[src/design/lpcc_defines.svh]
/*
  Constants for the low-power clock control block: reset values, source encodings, timing counts.
  Assumes a 200 MHz mclk_i and inclusion by bare name.
*/
`ifndef LPCC_DEFINES_SVH
`define LPCC_DEFINES_SVH

// ----------------------------------------
// Timing
// ----------------------------------------
`define CLK_PERIOD_PS 5000
`define VREF_SETTLE_NS 1000
`define VREF_SETTLE_CYC ((`VREF_SETTLE_NS * 1000 + `CLK_PERIOD_PS - 1) / `CLK_PERIOD_PS)
`define QUEUE_DRAIN_CYC 4

// ----------------------------------------
// Reset values and encodings
// ----------------------------------------
`define SRC_ONCHIP 2'h0
`define SRC_MAIN 2'h1
`define SRC_SUB 2'h2

`endif

[src/design/lpcc_pkg.sv]
/*
  Types shared by the low-power clock control block.
  Assumes nothing beyond a SystemVerilog compiler.
*/
package lpcc_pkg;

  typedef enum logic [1:0] {
    ST_RUN = 2'b00,
    ST_WAIT_DRAIN = 2'b01,
    ST_WAIT = 2'b10,
    ST_STOP = 2'b11
  } pmode_t;

  typedef struct packed {
    logic all_clock_stop_bit;
    logic periph_clock_stop_in_wait;
    logic vref_connect_bit;
    logic [1:0] clk_src;
  } clk_ctrl_t;

endpackage : lpcc_pkg

[src/design/low_power_clock_control.sv]
/*
  Power-mode sequencer, clock-source select, peripheral clock gating, reference cut and
  self-clearing second write protect for a small microcontroller.
  Assumes the CPU core presents wait and bit-write strobes synchronous to mclk_i.
*/
`include "lpcc_defines.svh"

module low_power_clock_control
  import lpcc_pkg::*;
#(
  parameter int VREF_SETTLE = `VREF_SETTLE_CYC,
  parameter int QUEUE_DRAIN = `QUEUE_DRAIN_CYC
) (
  // Clock and reset
  input wire logic mclk_i,
  input wire logic rst_i,
  // CPU requests
  input wire logic wait_req_i,
  input wire logic irq_pending_i,
  input wire logic bus_write_i,
  // Control bit writes
  input wire logic ctrl_we_i,
  input wire clk_ctrl_t ctrl_i,
  input wire logic protect_2_set_i,
  // Oscillator status
  input wire logic main_stable_i,
  input wire logic sub_stable_i,
  // Port state from the core
  input wire logic [7:0] port_out_i,
  input wire logic [7:0] port_dir_i,
  // Outputs
  output logic cpu_clk_en_o,
  output logic periph_clk_en_o,
  output logic subclock_peripheral_clock_en_o,
  output logic [1:0] clk_src_o,
  output logic vref_on_o,
  output logic vref_ready_o,
  output logic protect_enable_2_o,
  output logic stopped_o,
  output logic [7:0] port_out_o,
  output logic [7:0] port_dir_o
);

  // ----------------------------------------
  // Control bits and mode
  // ----------------------------------------
  pmode_t mode_q, mode_d;
  clk_ctrl_t ctrl_q, ctrl_d;
  logic [2:0] drain_q, drain_d;
  logic [7:0] vcnt_q, vcnt_d;
  logic protect_enable_2_q, protect_enable_2_d;
  logic [7:0] pout_q, pout_d, pdir_q, pdir_d;
  logic cpu_en_q, cpu_en_d, per_en_q, per_en_d, vrdy_q, vrdy_d;
  logic sub_en_q, sub_en_d, stop_q, stop_d;

  always_comb begin
    mode_d = mode_q;
    ctrl_d = ctrl_q;
    drain_d = drain_q;
    protect_enable_2_d = protect_enable_2_q;
    if (ctrl_we_i && mode_q == ST_RUN) begin
      ctrl_d = ctrl_i;
    end
    // Second protect: a pending enable is consumed by the next write
    if (protect_enable_2_q && bus_write_i) begin
      protect_enable_2_d = 1'b0;
    end else if (protect_2_set_i) begin
      protect_enable_2_d = 1'b1;
    end
    unique case (mode_q)
      ST_RUN: begin
        drain_d = 3'h0;
        if (ctrl_we_i && ctrl_i.all_clock_stop_bit) begin
          mode_d = ST_STOP;
        end else if (wait_req_i) begin
          mode_d = ST_WAIT_DRAIN;
        end
      end
      ST_WAIT_DRAIN: begin
        // Queue keeps running a few cycles; an interrupt here aborts the wait
        drain_d = drain_q + 3'h1;
        if (irq_pending_i) begin
          mode_d = ST_RUN;
        end else if (32'(drain_q) + 1 >= QUEUE_DRAIN) begin
          mode_d = ST_WAIT;
        end
      end
      ST_WAIT: begin
        if (irq_pending_i) begin
          mode_d = ST_RUN;
        end
      end
      ST_STOP: begin
        if (irq_pending_i) begin
          mode_d = ST_RUN;
          ctrl_d.all_clock_stop_bit = 1'b0;
        end
      end
    endcase
  end

  always_ff @(posedge mclk_i) begin
    if (rst_i) begin
      mode_q <= ST_RUN;
      ctrl_q <= '{1'b0, 1'b0, 1'b0, `SRC_ONCHIP};
      drain_q <= 3'h0;
      protect_enable_2_q <= 1'b0;
    end else begin
      mode_q <= mode_d;
      ctrl_q <= ctrl_d;
      drain_q <= drain_d;
      protect_enable_2_q <= protect_enable_2_d;
    end
  end

  // ----------------------------------------
  // Clock enables, reference timer, port hold
  // ----------------------------------------
  always_comb begin
    cpu_en_d = (mode_d == ST_RUN) || (mode_d == ST_WAIT_DRAIN);
    per_en_d = (mode_d == ST_RUN) || (mode_d == ST_WAIT_DRAIN)
      || (mode_d == ST_WAIT && !ctrl_d.periph_clock_stop_in_wait);
    // Slow sub-derived clock ignores the wait gating; only stop halts it
    sub_en_d = (mode_d != ST_STOP);
    stop_d = (mode_d == ST_STOP);
    vcnt_d = vcnt_q;
    vrdy_d = 1'b0;
    if (!ctrl_q.vref_connect_bit) begin
      vcnt_d = 8'h0;
    end else if (32'(vcnt_q) < VREF_SETTLE) begin
      vcnt_d = vcnt_q + 8'h1;
    end
    // Next-state bit, so ready falls in the same cycle as the cut
    if (ctrl_d.vref_connect_bit && 32'(vcnt_d) >= VREF_SETTLE) begin
      vrdy_d = 1'b1;
    end
    // Pins frozen while halted so peripherals see no glitch
    pout_d = pout_q;
    pdir_d = pdir_q;
    if (mode_q == ST_RUN || mode_q == ST_WAIT_DRAIN) begin
      pout_d = port_out_i;
      pdir_d = port_dir_i;
    end
  end

  always_ff @(posedge mclk_i) begin
    if (rst_i) begin
      cpu_en_q <= 1'b1;
      per_en_q <= 1'b1;
      sub_en_q <= 1'b1;
      stop_q <= 1'b0;
      vcnt_q <= 8'h0;
      vrdy_q <= 1'b0;
      pout_q <= 8'h0;
      pdir_q <= 8'h0;
    end else begin
      cpu_en_q <= cpu_en_d;
      per_en_q <= per_en_d;
      sub_en_q <= sub_en_d;
      stop_q <= stop_d;
      vcnt_q <= vcnt_d;
      vrdy_q <= vrdy_d;
      pout_q <= pout_d;
      pdir_q <= pdir_d;
    end
  end

  assign cpu_clk_en_o = cpu_en_q;
  assign periph_clk_en_o = per_en_q;
  assign subclock_peripheral_clock_en_o = sub_en_q;
  assign clk_src_o = ctrl_q.clk_src;
  assign vref_on_o = ctrl_q.vref_connect_bit;
  assign vref_ready_o = vrdy_q;
  assign protect_enable_2_o = protect_enable_2_q;
  assign stopped_o = stop_q;
  assign port_out_o = pout_q;
  assign port_dir_o = pdir_q;

  // ----------------------------------------
  // Checks
  // ----------------------------------------
  reset_src_a: assert property (@(posedge mclk_i) rst_i |=> clk_src_o == `SRC_ONCHIP)
    else $error("clock source not on-chip after reset");
  stop_entry_a: assert property (@(posedge mclk_i) disable iff (rst_i)
    (mode_q == ST_RUN && ctrl_we_i && ctrl_i.all_clock_stop_bit)
    |=> stopped_o && !cpu_clk_en_o)
    else $error("stop not entered");
  stop_gate_a: assert property (@(posedge mclk_i) disable iff (rst_i)
    stopped_o |-> !cpu_clk_en_o && !periph_clk_en_o && !subclock_peripheral_clock_en_o)
    else $error("a clock still runs in stop");
  wait_drain_a: assert property (@(posedge mclk_i) disable iff (rst_i)
    (mode_q == ST_RUN && wait_req_i && !(ctrl_we_i && ctrl_i.all_clock_stop_bit))
    |=> cpu_clk_en_o)
    else $error("cpu clock cut before queue drained");
  port_hold_a: assert property (@(posedge mclk_i) disable iff (rst_i)
    (mode_q == ST_WAIT || mode_q == ST_STOP) |=> $stable(port_out_o) && $stable(port_dir_o))
    else $error("port changed while halted");
  vref_cut_a: assert property (@(posedge mclk_i) disable iff (rst_i)
    !vref_on_o |-> !vref_ready_o)
    else $error("reference ready while cut");
  slow_clk_a: assert property (@(posedge mclk_i) disable iff (rst_i)
    mode_q == ST_WAIT |-> subclock_peripheral_clock_en_o)
    else $error("slow peripheral clock stopped in wait");
  wait_gate_a: assert property (@(posedge mclk_i) disable iff (rst_i)
    mode_q == ST_WAIT |-> periph_clk_en_o == !ctrl_q.periph_clock_stop_in_wait)
    else $error("peripheral clock gating wrong in wait");
  protect_clr_a: assert property (@(posedge mclk_i) disable iff (rst_i)
    (protect_enable_2_o && bus_write_i) |=> !protect_enable_2_o)
    else $error("second protect not cleared by write");
  wake_a: assert property (@(posedge mclk_i) disable iff (rst_i)
    ((mode_q == ST_WAIT || mode_q == ST_STOP) && irq_pending_i) |=> cpu_clk_en_o && !stopped_o)
    else $error("interrupt did not restart cpu clock");

endmodule : low_power_clock_control

[config.mk]
export PLATFORM = sky130hd
export DESIGN_NAME = low_power_clock_control
export DESIGN_NICKNAME = d
export VERILOG_FILES = /design/src/design/lpcc_pkg.sv /design/src/design/low_power_clock_control.sv
export VERILOG_INCLUDE_DIRS = /design/src /design/src/design
export SDC_FILE = /design/constraint.sdc
export NUM_CORES = 1
export LEC_CHECK = 0
export ABC_AREA = 0
export BUFFER_PORTS_ARGS = -buffer_cell sky130_fd_sc_hd__buf_2
export CAP_MARGIN = 40
export CORE_MARGIN = 2
export CORE_UTILIZATION = 52
export DETAILED_ROUTE_END_ITERATION = 16
export GPL_TIMING_DRIVEN = 0
export PLACE_DENSITY = 0.83
export SLEW_MARGIN = 20
export SYNTH_ARGS = -nofsm -noshare
export SYNTH_HDL_FRONTEND = slang
export SYNTH_SLANG_ARGS = --single-unit
[constraint.sdc]
create_clock -name mclk_i -period 2.3 [get_ports mclk_i]
set_clock_uncertainty 0.1 [all_clocks]
set_input_delay 0.115 -clock mclk_i [delete_from_list [all_inputs] [get_ports mclk_i]]
set_output_delay 0.115 -clock mclk_i [all_outputs]
set_load 0.005 [all_outputs]
==> results.py <==
metrics = {
    "global_routing": {
        "antenna_found_initial": 0,
        "grt_remaining_overflow": 0,
        "track_usage": 0.251,
        "grt_start_max_net_pins": 12,
        "grt_pass1_wl_um": 6210,
        "first_global_vias": 1463,
    },
    "placed_design": {
        "port_buffers": 51,
        "dpl_worst_slack_ns": 0.750,
        "gp_congestion": 0.841,
        "hpwl_um": 2340,
    },
    "power_and_ir_drop": {
        "p_sw_mw": 0.396,
        "power.share.clock": 0.239,
        "leakagePower_nw": 0.954,
        "internal_power_mw": 1.01,
        "comb_power_share": 0.216,
        "p_per_area_nw_per_um2": 653,
        "power_frac_seq": 0.545,
        "power_switching_share": 0.281,
        "peakVddDrop_v": 0.000687,
    },
    "clock_network": {
        "clk_pin_slew_ns": 0.11,
        "cts_root_buffer": "clkbuf_4",
        "cts_tree": "done",
        "cts_sinks": 39,
        "clockBufferDepth": 2,
        "clkLatencyLatePin_ns": 0.34,
        "postCtsSetupBuffers": 0,
        "htree_levels": 2,
        "cts-buffers-inserted": 5,
    },
    "synthesis": {
        "synthCells": 159,
        "synth-seq-cells": 39,
        "synth_flop_cell": "dfxtp_1",
        "yosys_warnings": 0,
        "synthArstFlopShare": 0,
        "yosys.area.top_type": "dfxtp_1",
        "syn_nets": 191,
        "synth_area_leaders": "dfxtp_1 (51%), mux2i_1 (11%), nor2_1 (6.9%)",
        "yosysSeqAreaShare": 0.509,
        "synth_edf_count": 0,
        "syn_avg_cell_area_um2": 9.65,
        "synth_cell_type_count": 35,
        "yosysTopAreaCellShare": 0.509,
        "syn_area_um2": 1530,
    },
    "routing": {
        "dr.pass1.iters": 4,
        "wl_met2_um": 2050,
        "wire_per_inst_um": 14.4,
        "via_per_inst": 5.30,
        "postRouteAntennaNets": 0,
        "wirelength_um": 3980,
        "drt_iter0_markers": 56,
        "vias": 1462,
        "m1WireLength_um": 1570,
        "met3_length_um": 189,
        "drc_errors": 0,
        "top_layer": "met4",
    },
    "sta": {
        "drv_slew": 0,
        "finalCritPeriodShare": 0.942,
        "max_freq_mhz": 461,
        "setup_ws_ns": 0.132,
        "hold_viol": 0,
        "slew_headroom": 0.709,
        "fin_crit_ns": 2.17,
        "holdWs_ns": 0.0287,
        "setup_tns_ns": 0,
        "rsz0062_at_grt": "no",
        "setup_violations": 0,
        "worstMarginPinSlew_ns": 0.436,
    },
    "floorplan": {
        "io_pins": 55,
        "initial_core_util": 0.552,
        "coreArea_um2": 2780,
        "die_h_um": 58.3,
        "die_w_um": 58.3,
        "rows": 19,
        "dieArea_um2": 3400,
    },
    "critical_path": {
        "startpoint_type": "register",
        "worstPathRequired_ns": 2.49,
        "endpoint_kind": "register",
        "cp.arrival_ns": 2.36,
        "worstSetupPathType": "reg -> reg",
        "cp_max_fo": 8,
    },
    "layout": {
        "fillCellCount": 185,
        "final_nets": 276,
        "layout_common_cells": "buf_2 (55), dfxtp_1 (39), nor2_1 (28)",
        "layout_commonest_cell": "buf_2",
        "antenna_cells": 0,
        "fin_util": 0.774,
        "syn_to_final_growth_pct": 40.4,
        "drive_gt1_frac": 0.273,
    },
    "min_path": {
        "min_path_type": "in -> reg",
    },
    "run": {
        "max_cap_violations": 0,
    },
    "status": {
        "outcome": "complete, no violations",
    },
}
[routing by layer]
layer,track usage,up-vias
met5,0,-
met1,0.250,670
met3,0.0615,18
li1,-,719
met4,0.163,0
met2,0.457,55
[layout make-up]
class / instances / area [um^2] / area share
flip-flops and latches: 39 / 781 / 0.363
multi-input cells: 109 / 704 / 0.327
repair buffers: 78 / 526 / 0.244
plain buffers: 9 / 46.3 / 0.0215
clock buffers: 7 / 45.0 / 0.0209
well taps: 31 / 38.8 / 0.0180
inverters: 2 / 7.51 / 0.00349
clock inverters: 1 / 5.00 / 0.00232
[Yosys cell counts, types with 3 or more instances]
master     n
nand3_1    5
mux2i_1   17
nand2_1   10
a31oi_1    3
clkbuf_1   3
buf_2      4
xor2_1     3
dfxtp_1   39
a21oi_1   11
o21ai_0    3
nor2_1    28
[registers in the layout, indices dropped and copies added, names as in the netlist, 2 cells and up]
| signal | cells |
|---|---|
| port_out_o | 8 |
| clk_src_o | 2 |
| vcnt_q | 8 |
| port_dir_o | 8 |
| mode_q | 2 |
| drain_q | 3 |
[kinds of logic (layout without fill, tap and decap cells)]
family | count (synthesis) | count (layout) | synth area share
simple gates | 58 | 58 | 0.174
flops | 39 | 39 | 0.509
compound gates | 26 | 26 | 0.119
mux | 18 | 18 | 0.118
buf+inv | 11 | 97 | 0.0351
xor+xnor | 5 | 5 | 0.0286
fa+ha+maj | 2 | 2 | 0.0163
[metrics by stage]
step                      area [um^2]  instances  power, mW
after floorplan                  1530        159      0.932
after global placement           1830        241       1.02
after detailed placement         1830        241       1.03
after CTS                        2150        276       1.39
after global routing             2150        276       1.48
final                            2150        276       1.41
[repair_timing]
action                                 in CTS  in global routing
resized for setup                           0                  1
setup endpoints to repair                   0                  1
endpoints found under the hold margin      22                  0
hold buffers                               27                  0
[worst max-delay path: stages (launching register included)]
cell,delay [ns]
dfxtp_1,0.31
buf_2,0.16
nor2_4,0.21
nand3_1,0.11
dlygate4sd3_1,0.57
a21oi_1,0.12
dlygate4sd3_1,0.55
[power by group through the flow]
| stage | combinational, mW | sequential (mW) | clock [mW] |
|---|---|---|---|
| 2_1_floorplan | 0.153 | 0.780 | 0 |
| 3_3_place_gp | 0.243 | 0.774 | 0 |
| 3_5_place_dp | 0.253 | 0.777 | 0 |
| 4_1_cts | 0.294 | 0.762 | 0.336 |
| 5_1_grt | 0.333 | 0.772 | 0.373 |
| 6_report | 0.304 | 0.766 | 0.337 |
[worst paths after layout]
check	cells after the start	to	slack [ns]	from
worst min-delay path	4	mode_q[0]	0.03	wait_req_i
worst max-delay path	6	clk_src_o[1]	0.13	mode_q[1]
worst max register to register	6	clk_src_o[1]	0.13	mode_q[1]
worst min register to register	1	periph_clk_en_o	0.37	ctrl_q[3]
No activity file was read; power rests on OpenSTA's default activity.
